[config.mk]
export PLATFORM = sky130hd
export DESIGN_NAME = vfdsc_cmd_port
export DESIGN_NICKNAME = d
export VERILOG_FILES = /design/src/logic/vfdsc_pkg.sv /design/src/logic/vfdsc_dimmer.sv /design/src/logic/vfdsc_cmd_port.sv
export VERILOG_INCLUDE_DIRS = /design/src /design/src/logic
export SDC_FILE = /design/constraint.sdc
export NUM_CORES = 1
export LEC_CHECK = 0
export BUFFER_PORTS_ARGS = -buffer_cell sky130_fd_sc_hd__clkbuf_2
export CORE_MARGIN = 10
export CORE_UTILIZATION = 50
export CTS_CLUSTER_DIAMETER = 60
export DETAILED_ROUTE_END_ITERATION = 10
export GPL_ROUTABILITY_DRIVEN = 1
export PLACE_DENSITY_LB_ADDON = 0.05
export SLEW_MARGIN = 0
export SYNTH_ARGS = -nofsm -noshare
export SYNTH_HDL_FRONTEND = slang
export SYNTH_HIERARCHICAL = 1
export SYNTH_SLANG_ARGS = --single-unit
[constraint.sdc]
create_clock -name sys_clk_in -period 2.7 [get_ports sys_clk_in]
set_clock_uncertainty 0.1 [all_clocks]
set_input_delay 0.675 -clock sys_clk_in [delete_from_list [all_inputs] [get_ports sys_clk_in]]
set_output_delay 0.675 -clock sys_clk_in [all_outputs]
set_load 0.01 [all_outputs]
[src/logic/vfdsc_params.svh]
// Constants for the serial command port of the display controller.
// Assumes a 200 MHz system clock; included by bare name.
`ifndef VFDSC_PARAMS_SVH
`define VFDSC_PARAMS_SVH
// ----------------------------------------
// APB register byte offsets
// ----------------------------------------
`define VFDSC_CTRL_OFS      12'h000
`define VFDSC_STAT_OFS      12'h004
`define VFDSC_DIM_OFS       12'h008
`define VFDSC_SEG1_OFS      12'h00C
`define VFDSC_SEG2_OFS      12'h010
`define VFDSC_SEG3_OFS      12'h014
`define VFDSC_CTRL_RST      32'h0000_0000
`define VFDSC_CTRL_TRI_BIT  0
// ----------------------------------------
// Frame layout
// ----------------------------------------
`define VFDSC_FRAME_BITS    30
`define VFDSC_CODE_LSB      27
`define VFDSC_DIM_LSB       17
`define VFDSC_MIN_BITS      6'h03
`define VFDSC_DUTY_MAX      10'h3F8
`define VFDSC_LATCH_RST     27'h000_0000
`define VFDSC_DIM_RST       10'h000
// ----------------------------------------
// Timing
// ----------------------------------------
`define VFDSC_CLK_MHZ       200
`define VFDSC_STOP_MIN_NS   2400
`define VFDSC_STOP_MAX_NS   3600
`define VFDSC_BIT_DIV       242
`define VFDSC_ROW_DIV       7800
`endif

[src/logic/vfdsc_pkg.sv]
// Types shared by the serial command port and its display driver.
// Assumes vfdsc_params.svh is compiled alongside.
package vfdsc_pkg;
    typedef enum logic [2:0] {
        VFDSC_FN_SEG_ALL = 3'h0,
        VFDSC_FN_SEG_G1  = 3'h1,
        VFDSC_FN_SEG_G2  = 3'h2,
        VFDSC_FN_SEG_G3  = 3'h3,
        VFDSC_FN_DIM     = 3'h4,
        VFDSC_FN_STOP    = 3'h5,
        VFDSC_FN_RD_SW   = 3'h6,
        VFDSC_FN_RD_CONV = 3'h7
    } vfdsc_func_type;

    typedef enum logic [1:0] {
        VFDSC_RB_IDLE  = 2'b00,
        VFDSC_RB_ARMED = 2'b01,
        VFDSC_RB_SEND  = 2'b10
    } vfdsc_rb_type;

    typedef struct packed {
        vfdsc_func_type code;
        logic [26:0]    payload;
    } vfdsc_frame_type;

    typedef struct packed {
        logic [26:0] g3;
        logic [26:0] g2;
        logic [26:0] g1;
    } vfdsc_bank_type;
endpackage

[src/logic/vfdsc_dimmer.sv]
// Grid multiplex and digital dimming for the segment latches.
// Assumes one system clock; grid drivers are active low.
`timescale 1ns/10ps
`default_nettype none
`include "vfdsc_params.svh"
module vfdsc_dimmer
    import vfdsc_pkg::*;
#(
    parameter int BIT_DIV = `VFDSC_BIT_DIV
) (
    // Clock and reset
    input  wire logic           sys_clk_in,
    input  wire logic           sys_rst_in,
    // Control
    input  wire logic           triplex_in,
    input  wire logic [9:0]     duty_in,
    input  wire vfdsc_bank_type bank_in,
    // Drivers
    output logic [2:0]          grid_n_out,
    output logic [26:0]         seg_out
);
    initial begin
        if (BIT_DIV < 1 || BIT_DIV > 65535) begin
            $error("BIT_DIV out of range");
        end
    end

    logic [15:0] div_q;
    logic [9:0]  phase_q;
    logic [1:0]  grid_q;
    logic        tick;
    logic [9:0]  duty_eff;
    logic        lit;
    logic [26:0] pattern;

    assign tick     = (div_q == 16'(BIT_DIV - 1));
    // Top codes all saturate to the same duty
    assign duty_eff = (duty_in > `VFDSC_DUTY_MAX) ? `VFDSC_DUTY_MAX : duty_in;
    assign lit      = (phase_q < duty_eff);

    always_comb begin
        unique case (grid_q)
            2'd0:    pattern = bank_in.g1;
            2'd1:    pattern = bank_in.g2;
            default: pattern = bank_in.g3;
        endcase
    end

    always_ff @(posedge sys_clk_in) begin
        if (sys_rst_in || tick) begin
            div_q <= 16'h0000;
        end else begin
            div_q <= div_q + 16'h0001;
        end
    end

    always_ff @(posedge sys_clk_in) begin
        if (sys_rst_in) begin
            phase_q <= 10'h000;
            grid_q  <= 2'd0;
        end else if (tick) begin
            phase_q <= phase_q + 10'h001;
            if (phase_q == 10'h3FF) begin
                grid_q <= (grid_q == (triplex_in ? 2'd2 : 2'd1)) ? 2'd0 : grid_q + 2'd1;
            end
        end
    end

    always_ff @(posedge sys_clk_in) begin
        if (sys_rst_in) begin
            grid_n_out <= 3'b111;
            seg_out    <= 27'h000_0000;
        end else begin
            grid_n_out <= lit ? ~(3'b001 << grid_q) : 3'b111;
            seg_out    <= lit ? pattern : 27'h000_0000;
        end
    end
endmodule // vfdsc_dimmer
`default_nettype wire

[src/logic/vfdsc_cmd_port.sv]
// Serial command port of a duplex/triplex display controller.
// Assumes select, serial clock and data arrive asynchronously.
//
// Summary of operation
// - Power-up clears every shift register and latch to zero.
// - Dimming duty is zero after reset, so nothing is lit.
// - After reset: segments low, grids high, rows low, interrupt low.
// - Data is taken or shown only while select is high.
// - Each rising serial clock outside a readback frame shifts the data level in.
// - Falling select latches the shifted frame, no extra clocks.
// - Readback shows the next output bit at each rising serial clock.
// - Data pin drives during readback and is released when select falls.
// - Codes: 0 all grids, 1-3 one grid, 4 dim, 5 stop, 6-7 read.
// - Code zero copies one pattern into all three grid latches.
// - Codes 1-3 update only the named grid latch.
// - Segment frame is 27 payload bits then 3 code bits.
// - Segment output is high when its active-grid bit is one and the grid is lit.
// - Dimming frame is ten bits, LSB first, then 3 code bits.
// - Duty is value/1024, saturating at 1016/1024.
// - Scanning ceases 2.4 to 3.6 us after a stop is latched, unless a change while scanning made that stop only disarm.
// - When a switch readback command is latched: counter reset, interrupt low unless a new event arrives in that cycle.
`timescale 1ns/10ps
`default_nettype none
`include "vfdsc_params.svh"
module vfdsc_cmd_port
    import vfdsc_pkg::*;
#(
    parameter int BIT_DIV = `VFDSC_BIT_DIV,
    parameter int ROW_DIV = `VFDSC_ROW_DIV
) (
    // Clock and reset
    input  wire logic        sys_clk_in,
    input  wire logic        sys_rst_in,
    // Serial link pins
    input  wire logic        sclk_in,
    input  wire logic        select_in,
    input  wire logic        sdata_in,
    output logic             sdata_out,
    output logic             sdata_oe_out,
    // APB slave
    input  wire logic        psel,
    input  wire logic        penable,
    input  wire logic        pwrite,
    input  wire logic [11:0] paddr,
    input  wire logic [31:0] pwdata,
    output logic [31:0]      prdata,
    output logic             pready,
    output logic             pslverr,
    // Display drivers
    output logic [26:0]      seg_out,
    output logic [2:0]       grid_n_out,
    // Keyscan and encoder side
    input  wire logic        key_change_in,
    input  wire logic        int_event_in,
    input  wire logic [24:0] key_bits_in,
    input  wire logic        rotation_dir_in,
    input  wire logic [2:0]  contact_count_in,
    input  wire logic [47:0] conv_result_in,
    output logic [4:0]       scan_row_out,
    output logic             keyscan_active_out,
    output logic             interrupt_out,
    output logic             encoder_clear_out
);
    localparam int STOP_CYC = (`VFDSC_STOP_MIN_NS * `VFDSC_CLK_MHZ + 999) / 1000;
    localparam int STOP_MAX = (`VFDSC_STOP_MAX_NS * `VFDSC_CLK_MHZ) / 1000;

    initial begin
        if (ROW_DIV < 1 || ROW_DIV > 65535 || STOP_CYC > STOP_MAX) begin
            $error("vfdsc_cmd_port parameters out of range");
        end
    end

    // ----------------------------------------
    // Pin synchronisers and edges
    // ----------------------------------------
    logic sclk_s1, sclk_s2, sclk_s3;
    logic sel_s1, sel_s2, sel_s3;
    logic sdat_s1, sdat_s2;
    logic sclk_rise, sel_fall, sel_rise;

    always_ff @(posedge sys_clk_in) begin
        if (sys_rst_in) begin
            {sclk_s1, sclk_s2, sclk_s3} <= 3'b000;
            {sel_s1, sel_s2, sel_s3}    <= 3'b000;
            {sdat_s1, sdat_s2}          <= 2'b00;
        end else begin
            {sclk_s1, sclk_s2, sclk_s3} <= {sclk_in, sclk_s1, sclk_s2};
            {sel_s1, sel_s2, sel_s3}    <= {select_in, sel_s1, sel_s2};
            {sdat_s1, sdat_s2}          <= {sdata_in, sdat_s1};
        end
    end

    assign sclk_rise = sclk_s2 & ~sclk_s3;
    assign sel_fall  = ~sel_s2 & sel_s3;
    assign sel_rise  = sel_s2 & ~sel_s3;

    // ----------------------------------------
    // Input shift register and frame decode
    // ----------------------------------------
    vfdsc_rb_type    rb_q;
    vfdsc_frame_type frame;
    logic [29:0]     in_sr_q;
    logic [5:0]      nbits_q;
    logic            frame_ok;
    logic            shift_en;

    assign shift_en = sclk_rise & sel_s2 & (rb_q != VFDSC_RB_SEND);
    assign frame    = vfdsc_frame_type'(in_sr_q);
    assign frame_ok = sel_fall & (rb_q != VFDSC_RB_SEND) & (nbits_q >= `VFDSC_MIN_BITS);

    always_ff @(posedge sys_clk_in) begin
        if (sys_rst_in || sel_fall) begin
            in_sr_q <= 30'h0000_0000;
            nbits_q <= 6'h00;
        end else if (shift_en) begin
            // Newest bit enters at the top so the code lands at [29:27]
            in_sr_q <= {sdat_s2, in_sr_q[29:1]};
            nbits_q <= (nbits_q == 6'h3F) ? nbits_q : nbits_q + 6'h01;
        end
    end

    // ----------------------------------------
    // Segment and dimming latches
    // ----------------------------------------
    vfdsc_bank_type bank_q;
    logic [9:0]     dim_q;

    always_ff @(posedge sys_clk_in) begin
        if (sys_rst_in) begin
            bank_q <= {3{`VFDSC_LATCH_RST}};
        end else if (frame_ok) begin
            unique case (frame.code)
                VFDSC_FN_SEG_ALL: bank_q <= {3{frame.payload}};
                VFDSC_FN_SEG_G1:  bank_q.g1 <= frame.payload;
                VFDSC_FN_SEG_G2:  bank_q.g2 <= frame.payload;
                VFDSC_FN_SEG_G3:  bank_q.g3 <= frame.payload;
                VFDSC_FN_DIM, VFDSC_FN_STOP, VFDSC_FN_RD_SW, VFDSC_FN_RD_CONV: ;
            endcase
        end
    end

    always_ff @(posedge sys_clk_in) begin
        if (sys_rst_in) begin
            dim_q <= `VFDSC_DIM_RST;
        end else if (frame_ok && frame.code == VFDSC_FN_DIM) begin
            dim_q <= in_sr_q[`VFDSC_DIM_LSB +: 10];
        end
    end

    // ----------------------------------------
    // Readback
    // ----------------------------------------
    logic [47:0] out_sr_q;
    logic        snap_sw;

    assign snap_sw = frame_ok & (frame.code == VFDSC_FN_RD_SW);

    always_ff @(posedge sys_clk_in) begin
        if (sys_rst_in) begin
            rb_q <= VFDSC_RB_IDLE;
        end else begin
            unique case (rb_q)
                VFDSC_RB_IDLE: begin
                    if (frame_ok && frame.code[2:1] == 2'b11) begin
                        rb_q <= VFDSC_RB_ARMED;
                    end
                end
                VFDSC_RB_ARMED: begin
                    if (sel_rise) begin
                        rb_q <= VFDSC_RB_SEND;
                    end
                end
                VFDSC_RB_SEND: begin
                    if (sel_fall) begin
                        rb_q <= VFDSC_RB_IDLE;
                    end
                end
                default: rb_q <= VFDSC_RB_IDLE;
            endcase
        end
    end

    always_ff @(posedge sys_clk_in) begin
        if (sys_rst_in) begin
            out_sr_q <= 48'h0000_0000_0000;
        end else if (frame_ok && frame.code == VFDSC_FN_RD_SW) begin
            out_sr_q <= {19'h0_0000, contact_count_in, rotation_dir_in, key_bits_in};
        end else if (frame_ok && frame.code == VFDSC_FN_RD_CONV) begin
            out_sr_q <= conv_result_in;
        end else if (rb_q == VFDSC_RB_SEND && sclk_rise) begin
            out_sr_q <= {1'b0, out_sr_q[47:1]};
        end
    end

    always_ff @(posedge sys_clk_in) begin
        if (sys_rst_in) begin
            sdata_out    <= 1'b0;
            sdata_oe_out <= 1'b0;
        end else begin
            sdata_out    <= out_sr_q[0];
            // Drive only inside the readback frame, never across a select fall
            sdata_oe_out <= (rb_q == VFDSC_RB_SEND) & sel_s2 & ~sel_fall;
        end
    end

    // ----------------------------------------
    // Interrupt and encoder clear
    // ----------------------------------------
    always_ff @(posedge sys_clk_in) begin
        if (sys_rst_in) begin
            interrupt_out     <= 1'b0;
            encoder_clear_out <= 1'b0;
        end else begin
            encoder_clear_out <= snap_sw;
            // A new event in the clear cycle wins
            if (int_event_in) begin
                interrupt_out <= 1'b1;
            end else if (snap_sw) begin
                interrupt_out <= 1'b0;
            end
        end
    end

    // ----------------------------------------
    // Keyscan run and stop
    // ----------------------------------------
    logic        scan_q;
    logic        rearm_q;
    logic [9:0]  stop_cnt_q;
    logic        stop_go;
    logic [15:0] row_div_q;

    assign stop_go = frame_ok & (frame.code == VFDSC_FN_STOP) & ~rearm_q;
    assign keyscan_active_out = scan_q;

    always_ff @(posedge sys_clk_in) begin
        if (sys_rst_in) begin
            stop_cnt_q <= 10'h000;
        end else if (stop_go) begin
            stop_cnt_q <= 10'(STOP_CYC);
        end else if (stop_cnt_q != 10'h000) begin
            stop_cnt_q <= stop_cnt_q - 10'h001;
        end
    end

    always_ff @(posedge sys_clk_in) begin
        if (sys_rst_in) begin
            scan_q  <= 1'b0;
            rearm_q <= 1'b0;
        end else begin
            if (key_change_in) begin
                scan_q <= 1'b1;
            end else if (stop_cnt_q == 10'h001) begin
                scan_q <= 1'b0;
            end
            // A change while scanning makes the next stop only disarm
            if (key_change_in && scan_q) begin
                rearm_q <= 1'b1;
            end else if (frame_ok && frame.code == VFDSC_FN_STOP) begin
                rearm_q <= 1'b0;
            end
        end
    end

    always_ff @(posedge sys_clk_in) begin
        if (sys_rst_in || !scan_q) begin
            row_div_q    <= 16'h0000;
            scan_row_out <= 5'b00000;
        end else if (row_div_q == 16'(ROW_DIV - 1)) begin
            row_div_q    <= 16'h0000;
            scan_row_out <= (scan_row_out == 5'b00000 || scan_row_out[4]) ? 5'b00001
                                                                         : scan_row_out << 1;
        end else begin
            row_div_q <= row_div_q + 16'h0001;
        end
    end

    // ----------------------------------------
    // APB registers
    // ----------------------------------------
    logic        tri_q;
    logic        setup;
    logic        hit;
    logic [31:0] rd_val;

    assign setup   = psel & ~penable;
    assign pready  = 1'b1;

    always_comb begin
        hit    = 1'b1;
        rd_val = 32'h0000_0000;
        unique case (paddr)
            `VFDSC_CTRL_OFS: rd_val = {31'h0000_0000, tri_q};
            `VFDSC_STAT_OFS: rd_val = {26'h000_0000, interrupt_out, scan_q,
                                      rb_q, in_sr_q[29:28]};
            `VFDSC_DIM_OFS:  rd_val = {22'h00_0000, dim_q};
            `VFDSC_SEG1_OFS: rd_val = {5'h00, bank_q.g1};
            `VFDSC_SEG2_OFS: rd_val = {5'h00, bank_q.g2};
            `VFDSC_SEG3_OFS: rd_val = {5'h00, bank_q.g3};
            default:         hit    = 1'b0;
        endcase
    end

    always_ff @(posedge sys_clk_in) begin
        if (sys_rst_in) begin
            prdata  <= 32'h0000_0000;
            pslverr <= 1'b0;
        end else if (setup) begin
            prdata  <= pwrite ? 32'h0000_0000 : rd_val;
            pslverr <= ~hit;
        end
    end

    always_ff @(posedge sys_clk_in) begin
        if (sys_rst_in) begin
            tri_q <= 1'(`VFDSC_CTRL_RST);
        end else if (psel && penable && pwrite && paddr == `VFDSC_CTRL_OFS) begin
            tri_q <= pwdata[`VFDSC_CTRL_TRI_BIT];
        end
    end

    vfdsc_dimmer #(
        .BIT_DIV (BIT_DIV)
    ) u_dimmer (
        .sys_clk_in (sys_clk_in),
        .sys_rst_in (sys_rst_in),
        .triplex_in (tri_q),
        .duty_in    (dim_q),
        .bank_in    (bank_q),
        .grid_n_out (grid_n_out),
        .seg_out    (seg_out)
    );
endmodule // vfdsc_cmd_port
`default_nettype wire

==> reports/results.txt, run 1 <==
die area = 34800 um2
H-tree lvl count = 2
Layout area overhead = 17.0%
Tot GR Track Use = 19.4%
Die Y = 186 um
routability congestion estimate = 0.796
Post-CTS Hold Buffers = 0
reg2reg end = u_dimmer/grid_n_out[1]$_SDFF_PP1_
# setup viols final = 0
non-filler cells, final = 2112
ant diodes = 0
WL/cell = 16.8 um
Final #Nets = 1864
Peak supply drop = 0.000349 V
placed wire-length estimate = 23900 um
CTS Buf Count = 36
vias per std cell = 5.61
Yosys reg bits = 309
Setup crit start kind = flip-flop
f_max = 419 MHz
r2r setup slk = 310 ps
Synth area leader = dfxtp_1
utilization after layout = 59.8%
Post-DP Area = 15000 um2
Slew headroom = 27.6%
Hold Fails Final Rpt = 0
core area = 27100 um2
ANT nets after route = 0
worst-path fanout max = 30
FP Rows = 60
DRC Markers = 0
# Post-CTS Setup Buffers = 0
leading register cell type out of synthesis = dfxtp_1
DP Worst Slack = 334 ps
Worst Tran Pin Value = 1090 ps
worst setup margin = 313 ps
cts repair resizes = 0
DRT Wirelength = 35500 um
hold endpoint = interrupt_out$_SDFFE_PP0P_
cell area power density = 631 nW/um2
Leakage Power = 6.26 nW
ranking of synthesized cells by area = dfxtp_1, mux2i_1, nand2_1
period utilization = 88.4%
worst-skew pair later-pin latency = 520 ps
maximum clock path buffer count = 3
post-synth top area share = 44.7%
worst hold slack = 277 ps
global-route wire length before repair = 58200 um
ys async rst share = 0%
HP Class = in2reg
Cell variety after synth = 73
Cells after DPL = 2047
Remaining Overflow, GRT = 0
die width = 186 um
Hold Crit Start = int_event_in
Post-synth EDFFs = 0
drt initial violations = 820
initial antenna violation count = 0
first drt pass iteration count = 5
max-cap violations = 0
Ports = 205
Post-Syn Area per Cell = 8.75 um2
Seq/Total Area, Yosys = 44.7%
Fin Setup TNS = 0 ps
Sink Count = 309
Cells after Synth = 1584
worst setup path class = reg2reg
port bufs = 167
CTS tree = built
vias in the first global route = 11282
Clock transition at path regs = 60 ps
most common cell after layout, fill and taps aside = nand2_1
min Tclk post-route = 2390 ps
status = completed
Pwr Total = 10.2 mW
RSZ-0062 raised after global routing = false
CTS root buf = clkbuf_16
final instance area = 16200 um2
initial core utilization = 51.1%
worst reg2reg path depth = 9
synthesized area = 13900 um2
leading cell types in the layout, fill and taps excluded = nand2_1, dfxtp_1, clkbuf_2
layout cells sized above 1 = 17.1%
R2R Path Start = dim_q[3]$_SDFFE_PP0P_
final slew viol count = 0
warnings from Yosys = 6
largest net degree at the start of global routing = 58
Min-Delay Path Depth = 2
Critical Path AT = 2690 ps
CP required = 3000 ps
via count = 11849
crit end category = flip-flop
==> worst max-delay path, stage by stage (launching register included) <==
cell and delay (ps):
dfxtp_1 350, and4_1 230, nand4_1 110, nand2_1 70
ha_1 200, or3b_1 340, a41oi_1 210, o2111ai_2 160
buf_12 210, or2_2 290
==> flip-flops by register name (all words and copies together), names as in the netlist, 3 cells and up <==
name / flops
u_dimmer/div_q: 16
u_dimmer/seg_out: 27
nbits_q: 6
prdata: 27
dim_q: 10
scan_row_out: 5
u_dimmer/phase_q: 10
frame: 30
out_sr_q: 48
u_dimmer/grid_n_out: 3
row_div_q: 16
bank_q: 81
stop_cnt_q: 10
==> area by class of cell <==
| class | instances | area [um2] |
|---|---|---|
| clock buffer | 50 | 1030 |
| tap | 372 | 465 |
| timing repair buffer | 212 | 1240 |
| inverter | 28 | 106 |
| clock inverter | 15 | 169 |
| sequential | 309 | 6190 |
| multi-input combinational | 1126 | 7010 |
| fill | 2475 | 10900 |
==> how the worst max path moves through the flow <==
| stage | cells past startpoint | start | endpoint |
|---|---|---|---|
| after floorplan | 5 | paddr[1] | prdata[16]$_SDFFE_PP0P_ |
| after global placement | 9 | dim_q[5]$_SDFFE_PP0P_ | u_dimmer/grid_n_out[1]$_SDFF_PP1_ |
| after detailed placement | 9 | dim_q[3]$_SDFFE_PP0P_ | u_dimmer/grid_n_out[1]$_SDFF_PP1_ |
| after CTS | 9 | dim_q[3]$_SDFFE_PP0P_ | u_dimmer/grid_n_out[0]$_SDFF_PP1_ |
| after global routing | 9 | dim_q[3]$_SDFFE_PP0P_ | u_dimmer/grid_n_out[1]$_SDFF_PP1_ |
| final | 9 | dim_q[3]$_SDFFE_PP0P_ | u_dimmer/grid_n_out[1]$_SDFF_PP1_ |
==> synthesized netlist by cell type (4+ instances only) <==
cell type / n
a2111oi_0: 31
a21oi_1: 125
a221oi_1: 5
a22o_1: 5
a22oi_1: 27
a311oi_1: 29
a32oi_1: 5
and2_1: 4
and3_1: 42
and4_1: 4
buf_1: 6
buf_2: 17
buf_4: 9
buf_6: 8
clkbuf_1: 82
dfxtp_1: 309
ha_1: 20
inv_1: 27
mux2i_1: 120
nand2_1: 320
nand2b_1: 10
nand3_1: 17
nand4_1: 29
nand4b_1: 5
nor2_1: 73
nor2b_1: 44
nor3_1: 17
nor4_1: 9
o21ai_0: 28
o22ai_1: 4
o31a_1: 18
o31ai_1: 19
o32ai_1: 5
or2_2: 5
or3_1: 11
or4_1: 11
xnor2_1: 17
xor2_1: 14
==> report_power, final <==
part | internal, mW | leakage, nW | total (mW) | switching, mW
logic | 0.298 | 3.18 | 0.662 | 0.364
clock network | 2.98 | 0.587 | 4.87 | 1.90
registers | 4.63 | 2.49 | 4.70 | 0.0721
==> routing by layer <==
| metal | global-route usage [%] | part of all wire [%] | up-vias |
|---|---|---|---|
| li1 | - | - | 5885 |
| met1 | 25.7 | 46 | 5577 |
| met2 | 30.7 | 45 | 326 |
| met3 | 4.69 | 6.9 | 61 |
| met4 | 5.99 | 2.5 | 0 |
| met5 | 0 | 0 | - |
==> cells by family (layout without fill, tap and decap cells) <==
group	count (synthesis)	count (layout)	synth area share (%)
and+or+nand+nor	624	624	22.0
AOI/OAI and AO/OA	324	324	15.7
DFF	309	309	44.7
buffers and inverters	153	305	5.00
muxes	121	121	8.83
xor gates and xnor gates	31	31	1.96
adders and majority gates	20	20	1.81
other	2	6	0.0542
Power figures use the tool's default switching activity.
==> inputs of run 2 (changes only) <==
--- a/config.mk
+++ b/config.mk
@@ -6,11 +6,12 @@
 export SDC_FILE = /design/constraint.sdc
 export NUM_CORES = 1
 export LEC_CHECK = 0
-export BUFFER_PORTS_ARGS = -buffer_cell sky130_fd_sc_hd__clkbuf_2
+export CAP_MARGIN = 40
 export CORE_MARGIN = 10
 export CORE_UTILIZATION = 50
 export CTS_CLUSTER_DIAMETER = 60
 export DETAILED_ROUTE_END_ITERATION = 10
+export DONT_BUFFER_PORTS = 1
 export GPL_ROUTABILITY_DRIVEN = 1
 export PLACE_DENSITY_LB_ADDON = 0.05
 export SLEW_MARGIN = 0
==> run 2 against run 1 <==
Effect of this change: register-to-register slack got worse by 30 ps; sequential cell count is the same; final cell count shrank 8.0%; sequential share of layout area is 2.1 points higher; via count fell by 6.3%; sequential power hardly changed; non-clock buffer count down 172; combinational power down 17%; maximum frequency fell by 1.2%; first-iteration DRC count decreased by 24%; largest cell class unchanged.
==> reports/results.txt, run 2 (synthesized netlist as in run 1, its figures left out) <==
status = completed
CTS Buf Count = 36 (unchanged)
utilization after layout = 56.8% (-3.1 points)
Final #Nets = 1692 (-9.2%)
FP Rows = 60 (unchanged)
Slew headroom = 51.4% (+24 points)
Worst Tran Pin Value = 711 ps (-375 ps)
worst setup path class = reg2reg
f_max = 414 MHz (-1.2%)
Post-CTS Hold Buffers = 0 (unchanged)
Ports = 205 (unchanged)
DRT Wirelength = 34700 um (-2.2%)
internal power = 7.77 mW (-1.7%)
period utilization = 89.5% (+1.1 points)
cts repair resizes = 0 (unchanged)
met1 usage = 25.2% (-0.57 points)
via count = 11105 (-6.3%)
CP max-delay cell = dfxtp_1
register area = 6190 um2 (unchanged)
sequential fraction of design power = 47.0% (+1.1 points)
Critical Path AT = 2710 ps (+20 ps)
ANT nets after route = 0 (unchanged)
initial core utilization = 51.1% (unchanged)
DRC Markers = 0 (unchanged)
clock power share = 47.5% (about the same)
port bufs = 0 (-100%)
Leakage Power = 5.52 nW (-12%)
Clock transition at path regs = 60 ps (about the same)
gr busiest metal = met2
max incr delay on CP = 350 ps (about the same)
RSZ-0062 raised after global routing = false
CP required = 3000 ps (about the same)
HP Class = in2reg
R2R Path Start = dim_q[3]$_SDFFE_PP0P_
CTS root buf = clkbuf_16
NetSw = 2.24 mW (-3.8%)
worst reg2reg path depth = 9 (unchanged)
Most flops, register = bank_q
initial antenna violation count = 3 (+3)
CTS tree = built
worst-path fanout max = 30 (unchanged)
# Post-CTS Setup Buffers = 0 (unchanged)
Sink Count = 309 (unchanged)
worst path bufs/invs = 1 (unchanged)
maximum clock path buffer count = 3 (unchanged)
met2 usage = 30.0% (-0.64 points)
Remaining Overflow, GRT = 0 (unchanged)
max FFs per register = 81 (unchanged)
Layout area overhead = 11.1%
min Tclk post-route = 2420 ps (+29.3 ps)
Peak supply drop = 0.000467 V (+34%)
footprint of the multi-input gates = 7020 um2 (about the same)
placed wire-length estimate = 23000 um (-3.5%)
Hold Crit Start = sys_rst_in
crit-path cells = and4_1 > nand4_1 > nand2_1 > ha_1 > or3b_1 > a41oi_1 > o2111ai_2 > buf_12 > or2_2
most common cell after layout, fill and taps aside = nand2_1
Die Y = 186 um (unchanged)
core area = 27100 um2 (unchanged)
Fin Setup TNS = 0 ps (unchanged)
worst-skew pair later-pin latency = 510 ps (about the same)
Min-Delay Path Depth = 1 (-1)
hold endpoint = prdata[8]$_SDFFE_PP0P_
max-cap violations = 0 (unchanged)
Setup crit start kind = flip-flop
Top delay family on crit path = simple AND/OR/NAND/NOR gates
Hold Fails Final Rpt = 0 (unchanged)
share of power burned in combinational logic = 5.5% (-1.0 points)
WL/cell = 17.9 um (+6.3%)
routability congestion estimate = 0.792 (-0.40%)
leading cell types in the layout, fill and taps excluded = nand2_1, dfxtp_1, a21oi_1
vias in the first global route = 10733 (-4.9%)
# setup viols final = 0 (unchanged)
fillers = 2433 (-1.7%)
largest net degree at the start of global routing = 90 (+55%)
drt initial violations = 621 (-24%)
vias per std cell = 5.72 (+1.9%)
final slew viol count = 0 (unchanged)
die area = 34800 um2 (unchanged)
cell area power density = 651 nW/um2 (+3.1%)
Sw Ratio = 22.4% (-0.38 points)
Tot GR Track Use = 19.0% (-0.40 points)
first drt pass iteration count = 5 (unchanged)
reg2reg end = u_dimmer/grid_n_out[1]$_SDFF_PP1_
r2r setup slk = 280 ps (-30 ps)
die width = 186 um (unchanged)
H-tree lvl count = 2 (unchanged)
layout cells sized above 1 = 7.97% (-9.2 points)
crit end category = flip-flop
met3 usage = 4.95% (+0.26 points)
global-route wire length before repair = 56600 um (-2.9%)
## run 2: cell count changes in the layout (fill, tap and decap cells not counted), moves of 2 or more
cell | before | now
clkbuf_2 | 166 | 0
buf_4 | 40 | 30
clkbuf_8 | 6 | 10
buf_12 | 5 | 8
clkinv_2 | 7 | 4
bufinv_16 | 3 | 1
clkbuf_1 | 7 | 9
diode_2 | 0 | 2
## run 2: cell type report
type,count,area share (%)
multi-input cells,1126,45.6
flip-flops and latches,309,40.2
clock buffers,56,7.13
well taps,372,3.03
repair buffers,40,2.75
inverters,28,0.691
clock inverters,9,0.553
diodes,2,0.0325
## run 2: worst max path at each step
stage	start	to	cells after the start	slack [ps]
after floorplan	paddr[1]	prdata[16]$_SDFFE_PP0P_	5	470
after global placement	dim_q[3]$_SDFFE_PP0P_	u_dimmer/grid_n_out[1]$_SDFF_PP1_	9	340
after detailed placement	dim_q[3]$_SDFFE_PP0P_	u_dimmer/grid_n_out[1]$_SDFF_PP1_	9	350
after CTS	dim_q[3]$_SDFFE_PP0P_	u_dimmer/grid_n_out[1]$_SDFF_PP1_	9	320
after global routing	dim_q[5]$_SDFFE_PP0P_	u_dimmer/grid_n_out[1]$_SDFF_PP1_	9	160
final	dim_q[3]$_SDFFE_PP0P_	u_dimmer/grid_n_out[1]$_SDFF_PP1_	9	280
## run 2: worst reg2reg max path: stages (launching register included)
cell       delay, ps
dfxtp_1          350
and4_1           230
nand4_1          110
nand2_1           70
ha_1             210
or3b_1           340
a41oi_1          220
o2111ai_2        160
buf_12           210
or2_2            290
## run 2: power groups by stage
| stage | Clock [mW] | Combinational (mW) | Sequential (mW) |
|---|---|---|---|
| floorplan | 0 | 0.491 | 4.78 |
| detailed placement | 0 | 0.554 | 4.80 |
| global route | 5.06 | 0.626 | 4.71 |
| finish | 4.76 | 0.551 | 4.70 |
| CTS | 4.89 | 0.556 | 4.70 |
| global placement | 0 | 0.546 | 4.80 |
## run 2: stage by stage
step                      std cells  area, um2  power, mW  worst slack, ps  hold slack (ps)
after CTS                      1940      15400       10.1              322              122
after detailed placement       1875      14200       5.35              352              326
final                          1942      15400       10.0              284              149
after floorplan                1588      13900       5.27              468              314
after global routing           1942      15400       10.4              159              128
after global placement         1873      14200       5.35              343              318
## run 2: layer usage
metal  share of wire, %  vias up
li1                   -     5546
met1                 46     5228
met2                 45      284
met3                6.8       45
met4                1.9        2
met5              0.035        -
